### src/include/crs_pkg.sv
// Package: constants and enums for the CPU register set
package crs_pkg;
  // ************************************************************
  // Condition flag layout
  // ************************************************************
  localparam int CRS_FLAG_CARRY = 0;
  localparam int CRS_FLAG_ZERO = 1;
  localparam int CRS_FLAG_NEG = 2;
  localparam int CRS_FLAG_IMASK = 3;
  localparam int CRS_FLAG_HALF = 4;
  localparam logic [7:0] CRS_FLAGS_ONES = 8'he0;
  localparam logic [7:0] CRS_FLAGS_RESET = 8'he8;
  // ************************************************************
  // Stack pointer
  // ************************************************************
  localparam logic [7:0] CRS_SP_HIGH = 8'h01;
  localparam logic [7:0] CRS_SP_LOW_RESET = 8'hff;
  localparam logic [15:0] CRS_SP_RESET = 16'h01ff;
  localparam logic [7:0] CRS_VAL_RESET = 8'h00;
  localparam logic [15:0] CRS_PC_RESET = 16'h0000;
  localparam logic [2:0] CRS_IRQ_FRAME = 3'h5;
  localparam logic [2:0] CRS_CALL_FRAME = 3'h2;
  // ************************************************************
  // Operations and selects
  // ************************************************************
  typedef enum logic [3:0] {
    CRS_ALU_NONE = 4'h0,
    CRS_ALU_ADD = 4'h1,
    CRS_ALU_ADC = 4'h2,
    CRS_ALU_SUB = 4'h3,
    CRS_ALU_LOGIC = 4'h4,
    CRS_ALU_SHIFT = 4'h5,
    CRS_ALU_BTEST = 4'h6
  } crs_alu_e;
  typedef enum logic [1:0] {
    CRS_DST_ACC = 2'h0,
    CRS_DST_X = 2'h1,
    CRS_DST_Y = 2'h2,
    CRS_DST_NONE = 2'h3
  } crs_dst_e;
  typedef enum logic [6:0] {
    CRS_ST_IDLE = 7'h01,
    CRS_ST_PUSH_PCL = 7'h02,
    CRS_ST_PUSH_PCH = 7'h04,
    CRS_ST_PUSH_X = 7'h08,
    CRS_ST_PUSH_A = 7'h10,
    CRS_ST_PUSH_CC = 7'h20,
    CRS_ST_POP = 7'h40
  } crs_state_e;
endpackage : crs_pkg

### src/verilog/crs_pending.sv
// Pending interrupt latches with mask gating
`timescale 1ns/10ps
module crs_pending (
  input wire logic i_clk,
  input wire logic i_srst,
  input wire logic [7:0] i_irq,
  input wire logic [7:0] i_ack,
  input wire logic i_mask,
  output logic [7:0] o_pending,
  output logic o_take
);
  import crs_pkg::*;
  // ************************************************************
  // Latches, set wins over acknowledge
  // ************************************************************
  logic [7:0] pend_reg;
  genvar g;
  generate
    for (g = 0; g < 8; g++) begin : g_pend
      always_ff @(posedge i_clk) begin
        if (i_srst) begin
          pend_reg[g] <= 1'b0;
        end else if (i_irq[g]) begin
          pend_reg[g] <= 1'b1;
        end else if (i_ack[g]) begin
          pend_reg[g] <= 1'b0;
        end
      end
    end
  endgenerate
  assign o_pending = pend_reg;
  // No priority check against the running routine
  assign o_take = (|pend_reg) & ~i_mask;
endmodule : crs_pending

### src/verilog/crs_regset.sv
// CPU register set: accumulator, index, program counter, flags, stack
`timescale 1ns/10ps
module crs_regset (
  input wire logic i_clk,
  input wire logic i_srst,
  input wire crs_pkg::crs_alu_e i_alu_op,
  input wire logic [7:0] i_opnd_a,
  input wire logic [7:0] i_opnd_b,
  input wire logic i_carry_in,
  input wire logic i_carry_out,
  input wire logic [7:0] i_logic_result,
  input wire crs_pkg::crs_dst_e i_dst,
  input wire logic i_load_we,
  input wire logic [7:0] i_load_data,
  input wire logic i_load_flags_nz,
  input wire logic i_flags_we,
  input wire logic [7:0] i_flags_data,
  input wire logic i_set_carry_op,
  input wire logic i_clear_carry_op,
  input wire logic i_set_interrupt_mask_op,
  input wire logic i_clear_interrupt_mask_op,
  input wire logic i_pc_we,
  input wire logic [15:0] i_pc_data,
  input wire logic i_sp_low_we,
  input wire logic [7:0] i_sp_low_data,
  input wire logic i_reset_stack_pointer_op,
  input wire logic i_push,
  input wire logic i_pop,
  input wire logic [7:0] i_irq,
  input wire logic [7:0] i_irq_ack,
  input wire logic i_irq_enter,
  input wire logic i_trap,
  input wire logic [15:0] i_vector,
  input wire logic i_return_from_interrupt,
  input wire logic [7:0] i_mem_rdata,
  output logic [7:0] o_acc,
  output logic [7:0] o_index_x,
  output logic [7:0] o_index_y,
  output logic [15:0] o_program_counter,
  output logic [7:0] o_condition_flags,
  output logic [15:0] o_stack_pointer,
  output logic [7:0] o_pending,
  output logic o_irq_take,
  output logic o_busy,
  output logic o_stack_we,
  output logic o_stack_re,
  output logic [15:0] o_stack_addr,
  output logic [7:0] o_stack_wdata
);
  import crs_pkg::*;
  // ************************************************************
  // State
  // ************************************************************
  logic [7:0] acc_reg, acc_next;
  logic [7:0] x_reg, x_next;
  logic [7:0] y_reg, y_next;
  logic [15:0] pc_reg, pc_next;
  logic [4:0] flags_reg, flags_next;
  logic [7:0] sp_reg, sp_next;
  crs_state_e state_reg, state_next;
  logic [2:0] pop_cnt_reg, pop_cnt_next;
  logic we_reg, we_next;
  logic re_reg, re_next;
  logic [15:0] addr_reg, addr_next;
  logic [7:0] wdata_reg, wdata_next;
  // ************************************************************
  // ALU flag terms
  // ************************************************************
  wire logic is_add = (i_alu_op == CRS_ALU_ADD) || (i_alu_op == CRS_ALU_ADC);
  wire logic cin = (i_alu_op == CRS_ALU_ADC) ? i_carry_in : 1'b0;
  wire logic [4:0] low_sum = {1'b0, i_opnd_a[3:0]} + {1'b0, i_opnd_b[3:0]} + {4'h0, cin};
  wire logic [8:0] full_sum = {1'b0, i_opnd_a} + {1'b0, i_opnd_b} + {8'h00, cin};
  wire logic [7:0] alu_result = is_add ? full_sum[7:0] : i_logic_result;
  wire logic alu_writes = (i_alu_op != CRS_ALU_NONE) && (i_alu_op != CRS_ALU_BTEST);
  wire logic alu_flags = alu_writes || i_load_flags_nz;
  wire logic [7:0] nz_value = i_load_flags_nz ? i_load_data : alu_result;
  wire logic carry_arith = is_add ? full_sum[8] : i_carry_out;
  wire logic irq_entry = (i_irq_enter | i_trap) && (state_reg == CRS_ST_IDLE);
  wire logic [7:0] sp_dec = sp_reg - 8'h01;
  wire logic [7:0] sp_inc = sp_reg + 8'h01;
  wire logic [15:0] sp_full = {CRS_SP_HIGH, sp_reg};
  wire logic [15:0] sp_inc_full = {CRS_SP_HIGH, sp_inc};
  wire logic [7:0] flags_full = CRS_FLAGS_ONES | {3'h0, flags_reg};
  // ************************************************************
  // Pending requests
  // ************************************************************
  crs_pending u_pending (
    .i_clk(i_clk),
    .i_srst(i_srst),
    .i_irq(i_irq),
    .i_ack(i_irq_ack),
    .i_mask(flags_reg[CRS_FLAG_IMASK]),
    .o_pending(o_pending),
    .o_take(o_irq_take)
  );
  // ************************************************************
  // Next state
  // ************************************************************
  always_comb begin
    acc_next = acc_reg;
    x_next = x_reg;
    y_next = y_reg;
    pc_next = pc_reg;
    flags_next = flags_reg;
    sp_next = sp_reg;
    state_next = state_reg;
    pop_cnt_next = pop_cnt_reg;
    we_next = 1'b0;
    re_next = 1'b0;
    addr_next = addr_reg;
    wdata_next = wdata_reg;
    // Datapath writes only when no frame is in flight
    if (state_reg == CRS_ST_IDLE) begin
      if (alu_writes || i_load_we) begin
        case (i_dst)
          CRS_DST_ACC: begin
            acc_next = i_load_we ? i_load_data : alu_result;
          end
          CRS_DST_X: begin
            x_next = i_load_we ? i_load_data : alu_result;
          end
          CRS_DST_Y: begin
            y_next = i_load_we ? i_load_data : alu_result;
          end
          default: begin
          end
        endcase
      end
      if (i_flags_we) begin
        flags_next = i_flags_data[4:0];
      end
      if (is_add) begin
        flags_next[CRS_FLAG_HALF] = low_sum[4];
      end
      if (alu_flags) begin
        flags_next[CRS_FLAG_NEG] = nz_value[7];
        flags_next[CRS_FLAG_ZERO] = (nz_value == 8'h00);
      end
      if (i_alu_op != CRS_ALU_NONE && i_alu_op != CRS_ALU_LOGIC) begin
        flags_next[CRS_FLAG_CARRY] = carry_arith;
      end
      if (i_set_carry_op) begin
        flags_next[CRS_FLAG_CARRY] = 1'b1;
      end else if (i_clear_carry_op) begin
        flags_next[CRS_FLAG_CARRY] = 1'b0;
      end
      if (i_set_interrupt_mask_op) begin
        flags_next[CRS_FLAG_IMASK] = 1'b1;
      end else if (i_clear_interrupt_mask_op) begin
        flags_next[CRS_FLAG_IMASK] = 1'b0;
      end
      if (i_pc_we) begin
        pc_next = i_pc_data;
      end
      if (i_sp_low_we) begin
        sp_next = i_sp_low_data;
      end
      if (i_reset_stack_pointer_op) begin
        sp_next = CRS_SP_LOW_RESET;
      end
      // Single byte push and pop for calls and user stacking
      if (i_push) begin
        we_next = 1'b1;
        addr_next = sp_full;
        wdata_next = i_load_data;
        sp_next = sp_dec;
      end else if (i_pop) begin
        re_next = 1'b1;
        addr_next = sp_inc_full;
        sp_next = sp_inc;
      end
    end
    case (state_reg)
      CRS_ST_IDLE: begin
        if (irq_entry) begin
          // A pop in the same cycle is dropped, the frame owns the bus
          re_next = 1'b0;
          we_next = 1'b1;
          addr_next = sp_full;
          wdata_next = pc_reg[7:0];
          sp_next = sp_dec;
          state_next = CRS_ST_PUSH_PCL;
        end else if (i_return_from_interrupt) begin
          // A push in the same cycle would land on a popped slot
          we_next = 1'b0;
          re_next = 1'b1;
          addr_next = sp_inc_full;
          sp_next = sp_inc;
          pop_cnt_next = CRS_IRQ_FRAME;
          state_next = CRS_ST_POP;
        end
      end
      CRS_ST_PUSH_PCL: begin
        we_next = 1'b1;
        addr_next = sp_full;
        wdata_next = pc_reg[15:8];
        sp_next = sp_dec;
        state_next = CRS_ST_PUSH_PCH;
      end
      CRS_ST_PUSH_PCH: begin
        we_next = 1'b1;
        addr_next = sp_full;
        wdata_next = x_reg;
        sp_next = sp_dec;
        state_next = CRS_ST_PUSH_X;
      end
      CRS_ST_PUSH_X: begin
        we_next = 1'b1;
        addr_next = sp_full;
        wdata_next = acc_reg;
        sp_next = sp_dec;
        state_next = CRS_ST_PUSH_A;
      end
      CRS_ST_PUSH_A: begin
        // Y stays out of the frame
        we_next = 1'b1;
        addr_next = sp_full;
        wdata_next = flags_full;
        sp_next = sp_dec;
        state_next = CRS_ST_PUSH_CC;
      end
      CRS_ST_PUSH_CC: begin
        flags_next[CRS_FLAG_IMASK] = 1'b1;
        pc_next = i_vector;
        state_next = CRS_ST_IDLE;
      end
      CRS_ST_POP: begin
        // Data is taken in the same cycle as each registered read strobe
        case (pop_cnt_reg)
          3'h5: begin
            flags_next = i_mem_rdata[4:0];
            flags_next[CRS_FLAG_IMASK] = 1'b0;
          end
          3'h4: begin
            acc_next = i_mem_rdata;
          end
          3'h3: begin
            x_next = i_mem_rdata;
          end
          3'h2: begin
            pc_next[15:8] = i_mem_rdata;
          end
          default: begin
            pc_next[7:0] = i_mem_rdata;
          end
        endcase
        pop_cnt_next = pop_cnt_reg - 3'h1;
        if (pop_cnt_reg == 3'h1) begin
          state_next = CRS_ST_IDLE;
        end else begin
          re_next = 1'b1;
          addr_next = sp_inc_full;
          sp_next = sp_inc;
        end
      end
      default: begin
        state_next = CRS_ST_IDLE;
      end
    endcase
  end
  // ************************************************************
  // Registers
  // ************************************************************
  always_ff @(posedge i_clk) begin
    if (i_srst) begin
      acc_reg <= CRS_VAL_RESET;
      x_reg <= CRS_VAL_RESET;
      y_reg <= CRS_VAL_RESET;
      pc_reg <= CRS_PC_RESET;
      flags_reg <= CRS_FLAGS_RESET[4:0];
      sp_reg <= CRS_SP_LOW_RESET;
      state_reg <= CRS_ST_IDLE;
      pop_cnt_reg <= 3'h0;
      we_reg <= 1'b0;
      re_reg <= 1'b0;
      addr_reg <= CRS_SP_RESET;
      wdata_reg <= CRS_VAL_RESET;
    end else begin
      acc_reg <= acc_next;
      x_reg <= x_next;
      y_reg <= y_next;
      pc_reg <= pc_next;
      flags_reg <= flags_next;
      sp_reg <= sp_next;
      state_reg <= state_next;
      pop_cnt_reg <= pop_cnt_next;
      we_reg <= we_next;
      re_reg <= re_next;
      addr_reg <= addr_next;
      wdata_reg <= wdata_next;
    end
  end
  // ************************************************************
  // Outputs
  // ************************************************************
  assign o_acc = acc_reg;
  assign o_index_x = x_reg;
  assign o_index_y = y_reg;
  assign o_program_counter = pc_reg;
  assign o_condition_flags = flags_full;
  assign o_stack_pointer = sp_full;
  assign o_busy = (state_reg != CRS_ST_IDLE);
  assign o_stack_we = we_reg;
  assign o_stack_re = re_reg;
  assign o_stack_addr = addr_reg;
  assign o_stack_wdata = wdata_reg;
endmodule : crs_regset

### config.mk
export PLATFORM = sky130hd
export DESIGN_NAME = crs_regset
export DESIGN_NICKNAME = d
export VERILOG_FILES = /design/src/include/crs_pkg.sv /design/src/verilog/crs_pending.sv /design/src/verilog/crs_regset.sv
export SDC_FILE = /design/constraint.sdc
export NUM_CORES = 1
export LEC_CHECK = 0
export BUFFER_PORTS_ARGS = -buffer_cell sky130_fd_sc_hd__buf_4
export CORE_AREA = 5 5 88 150
export CTS_CLUSTER_SIZE = 40
export DETAILED_ROUTE_END_ITERATION = 16
export DIE_AREA = 0 0 93 155
export GPL_ROUTABILITY_DRIVEN = 0
export PLACE_DENSITY = 0.86
export SYNTH_ARGS = -nofsm -noshare
export SYNTH_HDL_FRONTEND = slang
export SYNTH_SLANG_ARGS = --single-unit
### constraint.sdc
create_clock -name i_clk -period 5.65 [get_ports i_clk]
set_clock_uncertainty 0.05 [all_clocks]
set_input_delay 0.565 -clock i_clk [delete_from_list [all_inputs] [get_ports i_clk]]
set_output_delay 0.565 -clock i_clk [all_outputs]
set_load 0.03 [all_outputs]
== After elaboration in Yosys (flattened, before gate mapping) ==
Index checks and enable logic that the tools add are counted.

* Input port bits: 129
* Register bits: 97
* Logic and storage cells: 165

* Add/subtract/negate cells: 7
* Bitwise logic cells: 3
* Multiplexer cells: 88
* Equal/unequal tests: 23
* Reductions and logical operators: 24

{| class="wikitable"
|+ Operators by type and width
! operator !! count
|-
| 8-bit two-way mux || 26
|-
| 16-bit two-way mux || 8
|-
| 16-bit one-hot mux with 3 select lines || 1
|-
| 7-bit one-hot mux with 6 select lines || 1
|-
| 8-bit one-hot mux with 5 select lines || 1
|-
| 1-bit two-way mux || 35
|-
| 16-bit one-hot mux with 2 select lines || 1
|-
| 8-bit one-hot mux with 3 select lines || 1
|-
| 7-bit two-way mux || 3
|-
| 2-bit nonzero test || 9
|-
| 5-bit two-way mux || 3
|-
| 8-bit by 8-bit adder with 9-bit output || 1
|-
| 9-bit by 1-bit adder with 9-bit output || 1
|-
| 3-bit two-way mux || 3
|-
| 8-bit by 1-bit adder with 8-bit output (second input constant) || 1
|-
| 8-bit zero test || 1
|-
| 4-bit by 3-bit != test with 1-bit output (second input constant) || 2
|-
| 4-bit OR reduction || 2
|-
| 8-bit OR reduction || 1
|-
| 8-bit by 1-bit subtractor with 8-bit output (second input constant) || 1
|-
| 7-bit by 1-bit == test with 1-bit output (second input constant) || 1
|-
| 7-bit by 2-bit == test with 1-bit output (second input constant) || 1
|-
| 7-bit by 3-bit == test with 1-bit output (second input constant) || 1
|-
| 7-bit by 4-bit == test with 1-bit output (second input constant) || 1
|-
| other kinds (28) || 39
|}

== Longest topological paths before layout ==
Gate-level depths: netlist of run 1.

* Word-level depth: 10
* Mapped depth: 12

== Cells and area by module ==
Synthesis of run 1 repeated with hierarchy kept, for this count alone.

* Cells, all modules: 846
* Area, all modules: 6446.2 um^2

{| class="wikitable"
|+ By module, submodules not included
! module !! seq. area each (um^2) !! cells an instance !! instances !! area an instance (um^2)
|-
| crs_regset || 1781.7 || 810 || 1 || 6143.4
|-
| crs_pending || 160.2 || 36 || 1 || 302.8
|}

== Worst setup path before layout of run 1 ==
OpenSTA, ideal clock, no wires.

* Kind: input to register
* Start point: input port i_alu_op[0]
* End point: register x_reg[6], in the netlist o_index_x[6]
* Cell stages on the path: 11
* Slack: 2.647 ns
* Setup time: 0.142 ns
* Data arrival time: 2.810 ns
* Required time: 5.458 ns
* Cell sequence: or2_2 nor3_1 fa_1 inv_1 fa_1 nand2b_1 a21oi_1 nor4_1 or4_1 nand3_1 a311oi_1

* Cells in the longest elaborated chain, start to end: 10
* Elaborated cells between the ends (all ways): 16
* Classes of those cells: add/sub (1); eq/ne (3); mux (8); reduce/logical (4)

{| class="wikitable"
|+ RTL lines
! what !! line !! text
|-
| start: declaration || crs_regset.sv:6 || <nowiki>input wire crs_pkg::crs_alu_e i_alu_op,</nowiki>
|-
| 4-bit by 2-bit == test with 1-bit output || crs_regset.sv:69, crs_regset.sv:70 ||
|-
| 1-bit two-way mux || crs_regset.sv:70 || <nowiki>wire logic cin = (i_alu_op == CRS_ALU_ADC) ? i_carry_in : 1'b0;</nowiki>
|-
| 9-bit by 1-bit adder with 9-bit output || crs_regset.sv:72 || <nowiki>wire logic [8:0] full_sum = {1'b0, i_opnd_a} + {1'b0, i_opnd_b} + {8'h00, cin};</nowiki>
|-
| 8-bit two-way mux || crs_regset.sv:73 || <nowiki>wire logic [7:0] alu_result = is_add ? full_sum[7:0] : i_logic_result;</nowiki>
|-
| 8-bit two-way mux || crs_regset.sv:120 || <nowiki>x_next = i_load_we ? i_load_data : alu_result;</nowiki>
|-
| 8-bit two-way mux || crs_regset.sv:115 || <nowiki>case (i_dst)</nowiki>
|-
| 8-bit two-way mux * || crs_regset.sv:114 || <nowiki>if (alu_writes || i_load_we) begin</nowiki>
|-
| 8-bit two-way mux * || crs_regset.sv:113 || <nowiki>if (state_reg == CRS_ST_IDLE) begin</nowiki>
|-
| 8-bit two-way mux || crs_regset.sv:229 || <nowiki>case (pop_cnt_reg)</nowiki>
|-
| 8-bit two-way mux * || crs_regset.sv:173 || <nowiki>case (state_reg)</nowiki>
|-
| end signal: assignment || crs_regset.sv:280 || <nowiki>x_reg <= x_next;</nowiki>
|-
| end: declaration || crs_regset.sv:55 || <nowiki>logic [7:0] x_reg, x_next;</nowiki>
|}

Every way passes the cells marked *; elsewhere a longest branch is shown, timed or not.
A chain may end at the register's enable or synchronous reset.

== Worst setup path after layout of run 1 ==
* Start point: register state_reg[4]
* End point: output port o_busy

* Cells in the longest elaborated chain, start to end: 1

{| class="wikitable"
|+ RTL lines
! what !! line !! text
|-
| start: declaration || crs_regset.sv:60 || <nowiki>crs_state_e state_reg, state_next;</nowiki>
|-
| start signal: assignment || crs_regset.sv:285 || <nowiki>state_reg <= state_next;</nowiki>
|-
| 7-bit by 1-bit != test with 1-bit output || crs_regset.sv:302 || <nowiki>assign o_busy = (state_reg != CRS_ST_IDLE);</nowiki>
|-
| end: declaration || crs_regset.sv:44 || <nowiki>output logic o_busy,</nowiki>
|}

Every way passes these cells.

==> run summary, run 1 <==
Iter 0 DRT Violations - 619
Total via count in the routed design - 7292
Static power due to leakage - 0.00354 uW
Mapped Avg Cell Area - 7.78 um2
CTS H-tree depth - 3
Die extent in y - 155 um
CTS tree - done
Portion of synthesized cell area occupied by the leading cell type - 0.307
Warnings from Yosys - 0
Post-CTS setup-driven buffer insertion count - 0
Count of mapped cells out of synthesis - 814
Family with the most delay on the worst path - simple AND/OR/NAND/NOR gates
Initial antenna violation count - 0
Via count of the first global-routing pass - 6933
Via density per instance - 6.45
Number of buffers and inverters on the critical path - 2
Startpoint of the tightest hold check path - i_irq[3]
Max cap viols - 0
Number of cell instances on the worst register-to-register path - 7
Reg-to-reg critical path endpoint - o_program_counter[12]
Number of buffers inserted by hold repair at cts - 0
Cell types with the largest area share after synthesis - sky130_fd_sc_hd__dfxtp_1, sky130_fd_sc_hd__nand2_1, sky130_fd_sc_hd__a21oi_1
Maximum clock insertion buffer count - 2
Post-route worst setup slack - 2.17 ns
Final-layout fill cell count - 1048
Cell variety after synth - 75
Master of the slowest instance on the critical path - sky130_fd_sc_hd__or4_1
Maximum number of pins on one net before global-route repair - 71
Total gr overflow - 0
Endpoint of the worst hold path - u_pending.o_pending[3]
Floorplan die area - 0.0144 mm2
Synthesis-to-finish area growth - 29.0%
Cell count of the worst hold path - 3
Total area of multi-input combinational cells - 0.00403 mm2
Count of endpoints failing setup in the final report - 0
Slew HR - 0.227
Outcome - finished clean
Per-cell routed wire length - 20.6 um
Total wire length after detailed routing - 23.3 mm
Cell-by-cell trace of the critical path - or4_1, nor2_2, inv_1, buf_4
Share of synthesized flip-flops with an asynchronous set or reset - 0
Ratio of final minimum period to clock period - 0.617
Post-synthesis cell type with the largest combined area - sky130_fd_sc_hd__dfxtp_1
Detailed-router iteration count before antenna repair - 6
Total half-perimeter wirelength after legalization and detailed placement - 17.7 mm
Worst Setup Start Kind - flop
Fin. max-slew vios - 0
IO Count - 229
Maximum resistive drop on vdd - 0.181 mV
Inserted Diodes - 0
CTS root buffer - sky130_fd_sc_hd__clkbuf_16
Number of hold violations in the final report - 0
Worst-path clk slew - 0.07 ns
Worst EP required - 5.04 ns
GRT Total Usage - 0.312
Summed instance area of the synthesized netlist - 0.00633 mm2
Die span in x - 93 um
Core area - 0.0119 mm2
Path class of the lowest-slack min-delay path - primary input to flop
Number of cells upsized or downsized after cts - 0
Largest fanout on the critical path - 21
Total power per unit cell area - 312 mW/mm2
Area used by sequential logic in the layout - 0.00194 mm2
Unrepaired setup endpoints after global routing - false
Classification of the worst setup path - flop to output pin
Number of buffers added by the clock tree synthesis step - 9
Share of layout cells above drive strength 1 - 0.271
Flop2flop setup slack - 2.45 ns
Number of DRC violations after detailed routing - 0
Transition time at the pin with the least slew margin - 1.16 ns
# port buffers - 214
Start point of the critical path - state_reg[4]
Placement Rows - 53
Critical Path Sink Type - output pin
Wire length of the first global-routing pass - 35.7 mm
Most used DFF post-synth - sky130_fd_sc_hd__dfxtp_1
Sinks on the clock net - 97
DP Worst Slack - 2.08 ns
Setup TNS - 0 ns
Synthesis-stage register bit count - 97
Minimum period implied by the final worst setup slack - 3.48 ns
Number of flops mapped to enable cells by yosys - 0
Antenna violation net count after detailed routing - 0
Fmax - 0.287 GHz
Largest stage delay, worst path - 0.69 ns
Effective utilization at floorplan - 0.530
Number of nets in the layout - 1134
Share of synthesized area occupied by flip-flops and latches - 0.307
Arrival time of data at the critical path endpoint - 2.87 ns
Clock latency reported for the late side of the worst-skew pair - 0.35 ns
Crit Reg-Reg Startpoint - state_reg[4]
[power by group]
| group | switching [uW] | total, uW | leakage (uW) | internal [uW] |
|---|---|---|---|---|
| Combinational | 645 | 1060 | 0.00261 | 412 |
| Sequential | 119 | 882 | 0.000795 | 763 |
| Clock | 294 | 611 | 0.000135 | 316 |
[layer usage]
metal / vias up / track usage / wire (um)
met2: 439 / 0.559 / 12200
met1: 3385 / 0.335 / 7780
met5: - / 0 / 0
li1: 3354 / - / -
met3: 114 / 0.0464 / 1810
met4: 0 / 0.198 / 1530
[cell usage after synthesis, drive strengths merged (3+ instances only)]
library cell,n
clkbuf,42
nand3,22
a311oi,8
mux2,17
a221oi,11
a31oi,13
ha,14
a21oi,64
o221ai,7
o22ai,14
nor3b,5
nand2b,11
a222oi,5
nor2,81
dfxtp,97
o211ai,8
xnor2,9
a22oi,27
nand2,88
buf,20
or2,3
o21ai,42
nor4,12
o311ai,4
o31ai,5
or3,8
xor2,8
and4b,3
inv,27
nor3,21
and2,11
a2111oi,5
or4,7
or3b,3
a21o,4
mux2i,19
and3,8
a211oi,16
o211a,3
nor2b,9
[per-stage QoR]
step                hold slack, ns  area (um2)  cells  total power (uW)  utilization
floorplan                    0.439        6360    823              1570            -
global placement             0.392        7880   1115              1920        0.660
detailed placement           0.396        7880   1115              1930        0.660
CTS                          0.363        8160   1131              2530        0.684
global route                 0.385        8160   1131              2660        0.684
finish                       0.369        8160   1131              2550        0.684
[kinds of logic (layout without fill, tap and decap cells)]
group / after synthesis / count (layout) / share of synthesized area
buf+inv: 89 / 260 / 0.0617
other cells: 2 / 11 / 0.00119
fa+ha+maj: 17 / 17 / 0.0356
flops: 97 / 97 / 0.307
compound gates: 256 / 256 / 0.272
xor+xnor: 17 / 17 / 0.0235
simple gates: 300 / 300 / 0.239
mux: 36 / 36 / 0.0603
[worst max-delay path by stage]
stage                         to  slack, ns  cells after the start
floorplan           o_index_x[6]       2.65                     11
global placement    o_index_x[6]       2.15                     12
detailed placement  o_index_x[6]       2.08                     12
CTS                       o_busy       2.22                      4
global route              o_busy       2.11                      4
finish                    o_busy       2.17                      4
[cells in the final DEF (no fill, tap or decap), drive strengths merged, types with 4 or more instances in the layout]
cell	n
a2111oi	5
a211oi	16
a21o	4
a21oi	64
a221oi	11
a222oi	5
a22oi	27
a311oi	8
a31oi	13
and2	11
and3	8
buf	217
clkbuf	10
conb	11
dfxtp	97
ha	14
inv	29
mux2	17
mux2i	19
nand2	88
nand2b	11
nand3	22
nor2	81
nor2b	9
nor3	21
nor3b	5
nor4	12
o211ai	8
o21ai	42
o221ai	7
o22ai	14
o311ai	4
o31ai	5
or3	8
or4	7
xnor2	9
xor2	8
[worst register-to-register path, cell delays in order, from the launching register on]
cell and delay (ns):
sky130_fd_sc_hd__dfxtp_1 0.37, sky130_fd_sc_hd__or4_1 0.69, sky130_fd_sc_hd__nor2_2 0.55, sky130_fd_sc_hd__buf_4 0.33, sky130_fd_sc_hd__nand2_1 0.47, sky130_fd_sc_hd__mux2_2 0.46
sky130_fd_sc_hd__nand2_1 0.07, sky130_fd_sc_hd__a21oi_1 0.07
[layout make-up]
| cell class | instances | share of cell area |
|---|---|---|
| Multi-Input combinational cell | 637 | 0.494 |
| Sequential cell | 97 | 0.238 |
| Timing Repair Buffer | 217 | 0.200 |
| Clock buffer | 10 | 0.0293 |
| Tap cell | 137 | 0.0210 |
| Inverter | 27 | 0.0124 |
| Clock inverter | 6 | 0.00613 |
Note: power is estimated with default switching activity, not from simulation.
==> inputs of run 2 (changes only) <==
--- a/config.mk
+++ b/config.mk
@@ -6,12 +6,12 @@
 export NUM_CORES = 1
 export LEC_CHECK = 0
 export BUFFER_PORTS_ARGS = -buffer_cell sky130_fd_sc_hd__buf_4
-export CORE_AREA = 5 5 88 150
+export CORE_AREA = 5 5 95 164
 export CTS_CLUSTER_SIZE = 40
 export DETAILED_ROUTE_END_ITERATION = 16
-export DIE_AREA = 0 0 93 155
+export DIE_AREA = 0 0 100 169
 export GPL_ROUTABILITY_DRIVEN = 0
-export PLACE_DENSITY = 0.86
+export PLACE_DENSITY = 0.77
 export SYNTH_ARGS = -nofsm -noshare
 export SYNTH_HDL_FRONTEND = slang
 export SYNTH_SLANG_ARGS = --single-unit
==> constraint.sdc (replaced) <==
create_clock -name i_clk -period 2.87 [get_ports i_clk]
set_clock_uncertainty 0.05 [all_clocks]
set_input_delay 0.287 -clock i_clk [delete_from_list [all_inputs] [get_ports i_clk]]
set_output_delay 0.287 -clock i_clk [all_outputs]
set_load 0.03 [all_outputs]
==> run 2 against run 1 <==
Register-to-register slack got worse by 2.3 ns; global-route usage decreased by 3.6 points; non-clock buffer count increased by 40; count of clock-buffer cells in the layout increased by 1; worst setup slack got worse by 2.1 ns; sequential share of layout area decreased by 1.0 points; combinational power increased by 110%; sequential power increased by 94%; critical endpoint unchanged; largest cell class unchanged; largest power group unchanged.
==> run summary, run 2 (synthesis gave the netlist of run 1 again) <==
Classification of the worst setup path - flop to output pin
Antenna violation net count after detailed routing - 0
Total half-perimeter wirelength after legalization and detailed placement - 19.0 mm
Clock latency reported for the late side of the worst-skew pair - 0.35 ns
Met3 wire length - 1.86 mm
Total power per unit cell area - 603 mW/mm2
Final-layout fill cell count - 1352
Count of endpoints failing setup in the final report - 0
Unrepaired setup endpoints after global routing - false
Number of hold violations in the final report - 0
Worst-path clk slew - 0.07 ns
Wire length on met2 - 12.8 mm
Number of buffers and inverters on the critical path - 4
Iter 0 DRT Violations - 558
Fin. max-slew vios - 0
Family with the most delay on the worst path - buffers and inverters
Switching share of power - 0.408
Transition time at the pin with the least slew margin - 0.884 ns
Synthesis-to-finish area growth - 34.8%
Master of the slowest instance on the critical path - sky130_fd_sc_hd__or4_1
Total gr overflow - 0
Inserted Diodes - 0
Placement Rows - 58
Share of layout cells above drive strength 1 - 0.300
Total area of multi-input combinational cells - 0.00404 mm2
Number of cells on the critical path - 6
Fmax - 0.362 GHz
Total via count in the routed design - 7347
Core area - 0.0142 mm2
Met1 layer wirelength in the final routing - 8.29 mm
IO Count - 229
Total wire length after detailed routing - 24.5 mm
Cell count of the worst hold path - 3
Die extent in y - 169 um
CTS root buffer - sky130_fd_sc_hd__clkbuf_16
Design area - 0.00853 mm2
Floorplan die area - 0.0169 mm2
Combinational power share - 0.430
Number of cells upsized or downsized after cts - 0
Via density per instance - 6.05
Area used by sequential logic in the layout - 0.00194 mm2
Worst Setup Start Kind - flop
Via count of the first global-routing pass - 7093
Number of buffers inserted by hold repair at cts - 0
Clock network power share - 0.237
CTS H-tree depth - 3
Sinks on the clock net - 97
Maximum number of pins on one net before global-route repair - 41
Highest routed layer - met4
Minimum period implied by the final worst setup slack - 2.76 ns
Final core utilization - 0.603
Number of nets in the layout - 1174
Outcome - finished clean
Number of cell instances on the worst register-to-register path - 6
Per-cell routed wire length - 20.2 um
Maximum clock insertion buffer count - 2
Worst EP required - 2.53 ns
Total design power - 5140 uW
Most used cells in the layout excluding fill and tap cells - sky130_fd_sc_hd__buf_4, sky130_fd_sc_hd__dfxtp_1, sky130_fd_sc_hd__nand2_1
Cell-by-cell trace of the critical path - or4_1, buf_4, nor2_2, inv_1, buf_4, buf_4
Number of DRC violations after detailed routing - 0
Largest stage delay, worst path - 0.65 ns
Most used cell along the critical path - sky130_fd_sc_hd__buf_4
Effective utilization at floorplan - 0.447
Area post-placement - 0.00823 mm2
Wire length of the first global-routing pass - 37.0 mm
Path class of the lowest-slack min-delay path - primary input to flop
Net switching component of the power - 2100 uW
Worst-case hold slack - 0.0941 ns
Share of power burned in registers - 0.333
CTS tree - done
GRT Total Usage - 0.276
Most common library cell in the layout ignoring fill and taps - sky130_fd_sc_hd__buf_4
Largest fanout on the critical path - 12
Post-CTS setup-driven buffer insertion count - 0
Initial antenna violation count - 0
Detailed-router iteration count before antenna repair - 5
Die span in x - 100 um
Ratio of final minimum period to clock period - 0.963
Maximum resistive drop on vdd - 0.277 mV
Critical Path Sink Type - output pin
Static power due to leakage - 0.00375 uW
Max cap viols - 0
Number of buffers added by the clock tree synthesis step - 9
Arrival time of data at the critical path endpoint - 2.43 ns
Pint - 3040 uW
# port buffers - 214
Slew HR - 0.409
[run 2: cell count changes in the layout (fill, tap and decap cells not counted), sizes merged]
cell and change:
buf +40, inv +1, clkinvlp -3, clkinv +1, clkbuf +1
[run 2: per-stage QoR]
step | setup TNS (ns) | std cells | worst slack [ns]
floorplan | 0 | 823 | 0.145
global placement | -0.615 | 1198 | -0.173
detailed placement | -0.823 | 1198 | -0.198
CTS | 0 | 1214 | 0.130
global route | 0 | 1214 | 0.0287
finish | 0 | 1214 | 0.106
[run 2: path summary, 6_finish.rpt]
kind / start / to / slack (ns)
setup / recovery: state_reg[3] / o_busy / 0.11
hold / removal: i_irq[6] / u_pending.o_pending[6] / 0.09
setup reg to reg: state_reg[0] / sp_reg[1] / 0.14
hold reg to reg: o_index_y[2] / o_index_y[2] / 0.41
[run 2: layer usage]
layer,vias to the layer above,track usage
li1,3441,-
met1,3430,0.296
met2,376,0.500
met3,100,0.0458
met4,0,0.158
met5,-,0
[run 2: power by group through the flow]
stage          registers (uW)  clock network (uW)  logic, uW
4_1_cts                  1710                1230       2190
6_report                 1710                1220       2210
3_5_place_dp             1740                   0       2180
3_3_place_gp             1740                   0       2150
2_1_floorplan            1920                   0       1180
5_1_grt                  1730                1280       2380
[run 2: worst reg2reg max path: stages (launching register included)]
cell and delay [ns]:
sky130_fd_sc_hd__dfxtp_1 0.41, sky130_fd_sc_hd__or3_1 0.48, sky130_fd_sc_hd__nor4b_2 0.76, sky130_fd_sc_hd__nor4_4 0.14, sky130_fd_sc_hd__nand2_1 0.20, sky130_fd_sc_hd__a22oi_1 0.10, sky130_fd_sc_hd__or4_1 0.46
[run 2: layout make-up]
class	instances	share of cell area
flip-flops and latches	97	0.228
repair buffers	257	0.226
clock buffers	11	0.0296
multi-input cells	637	0.473
clock inverters	5	0.00543
well taps	180	0.0264
inverters	27	0.0119
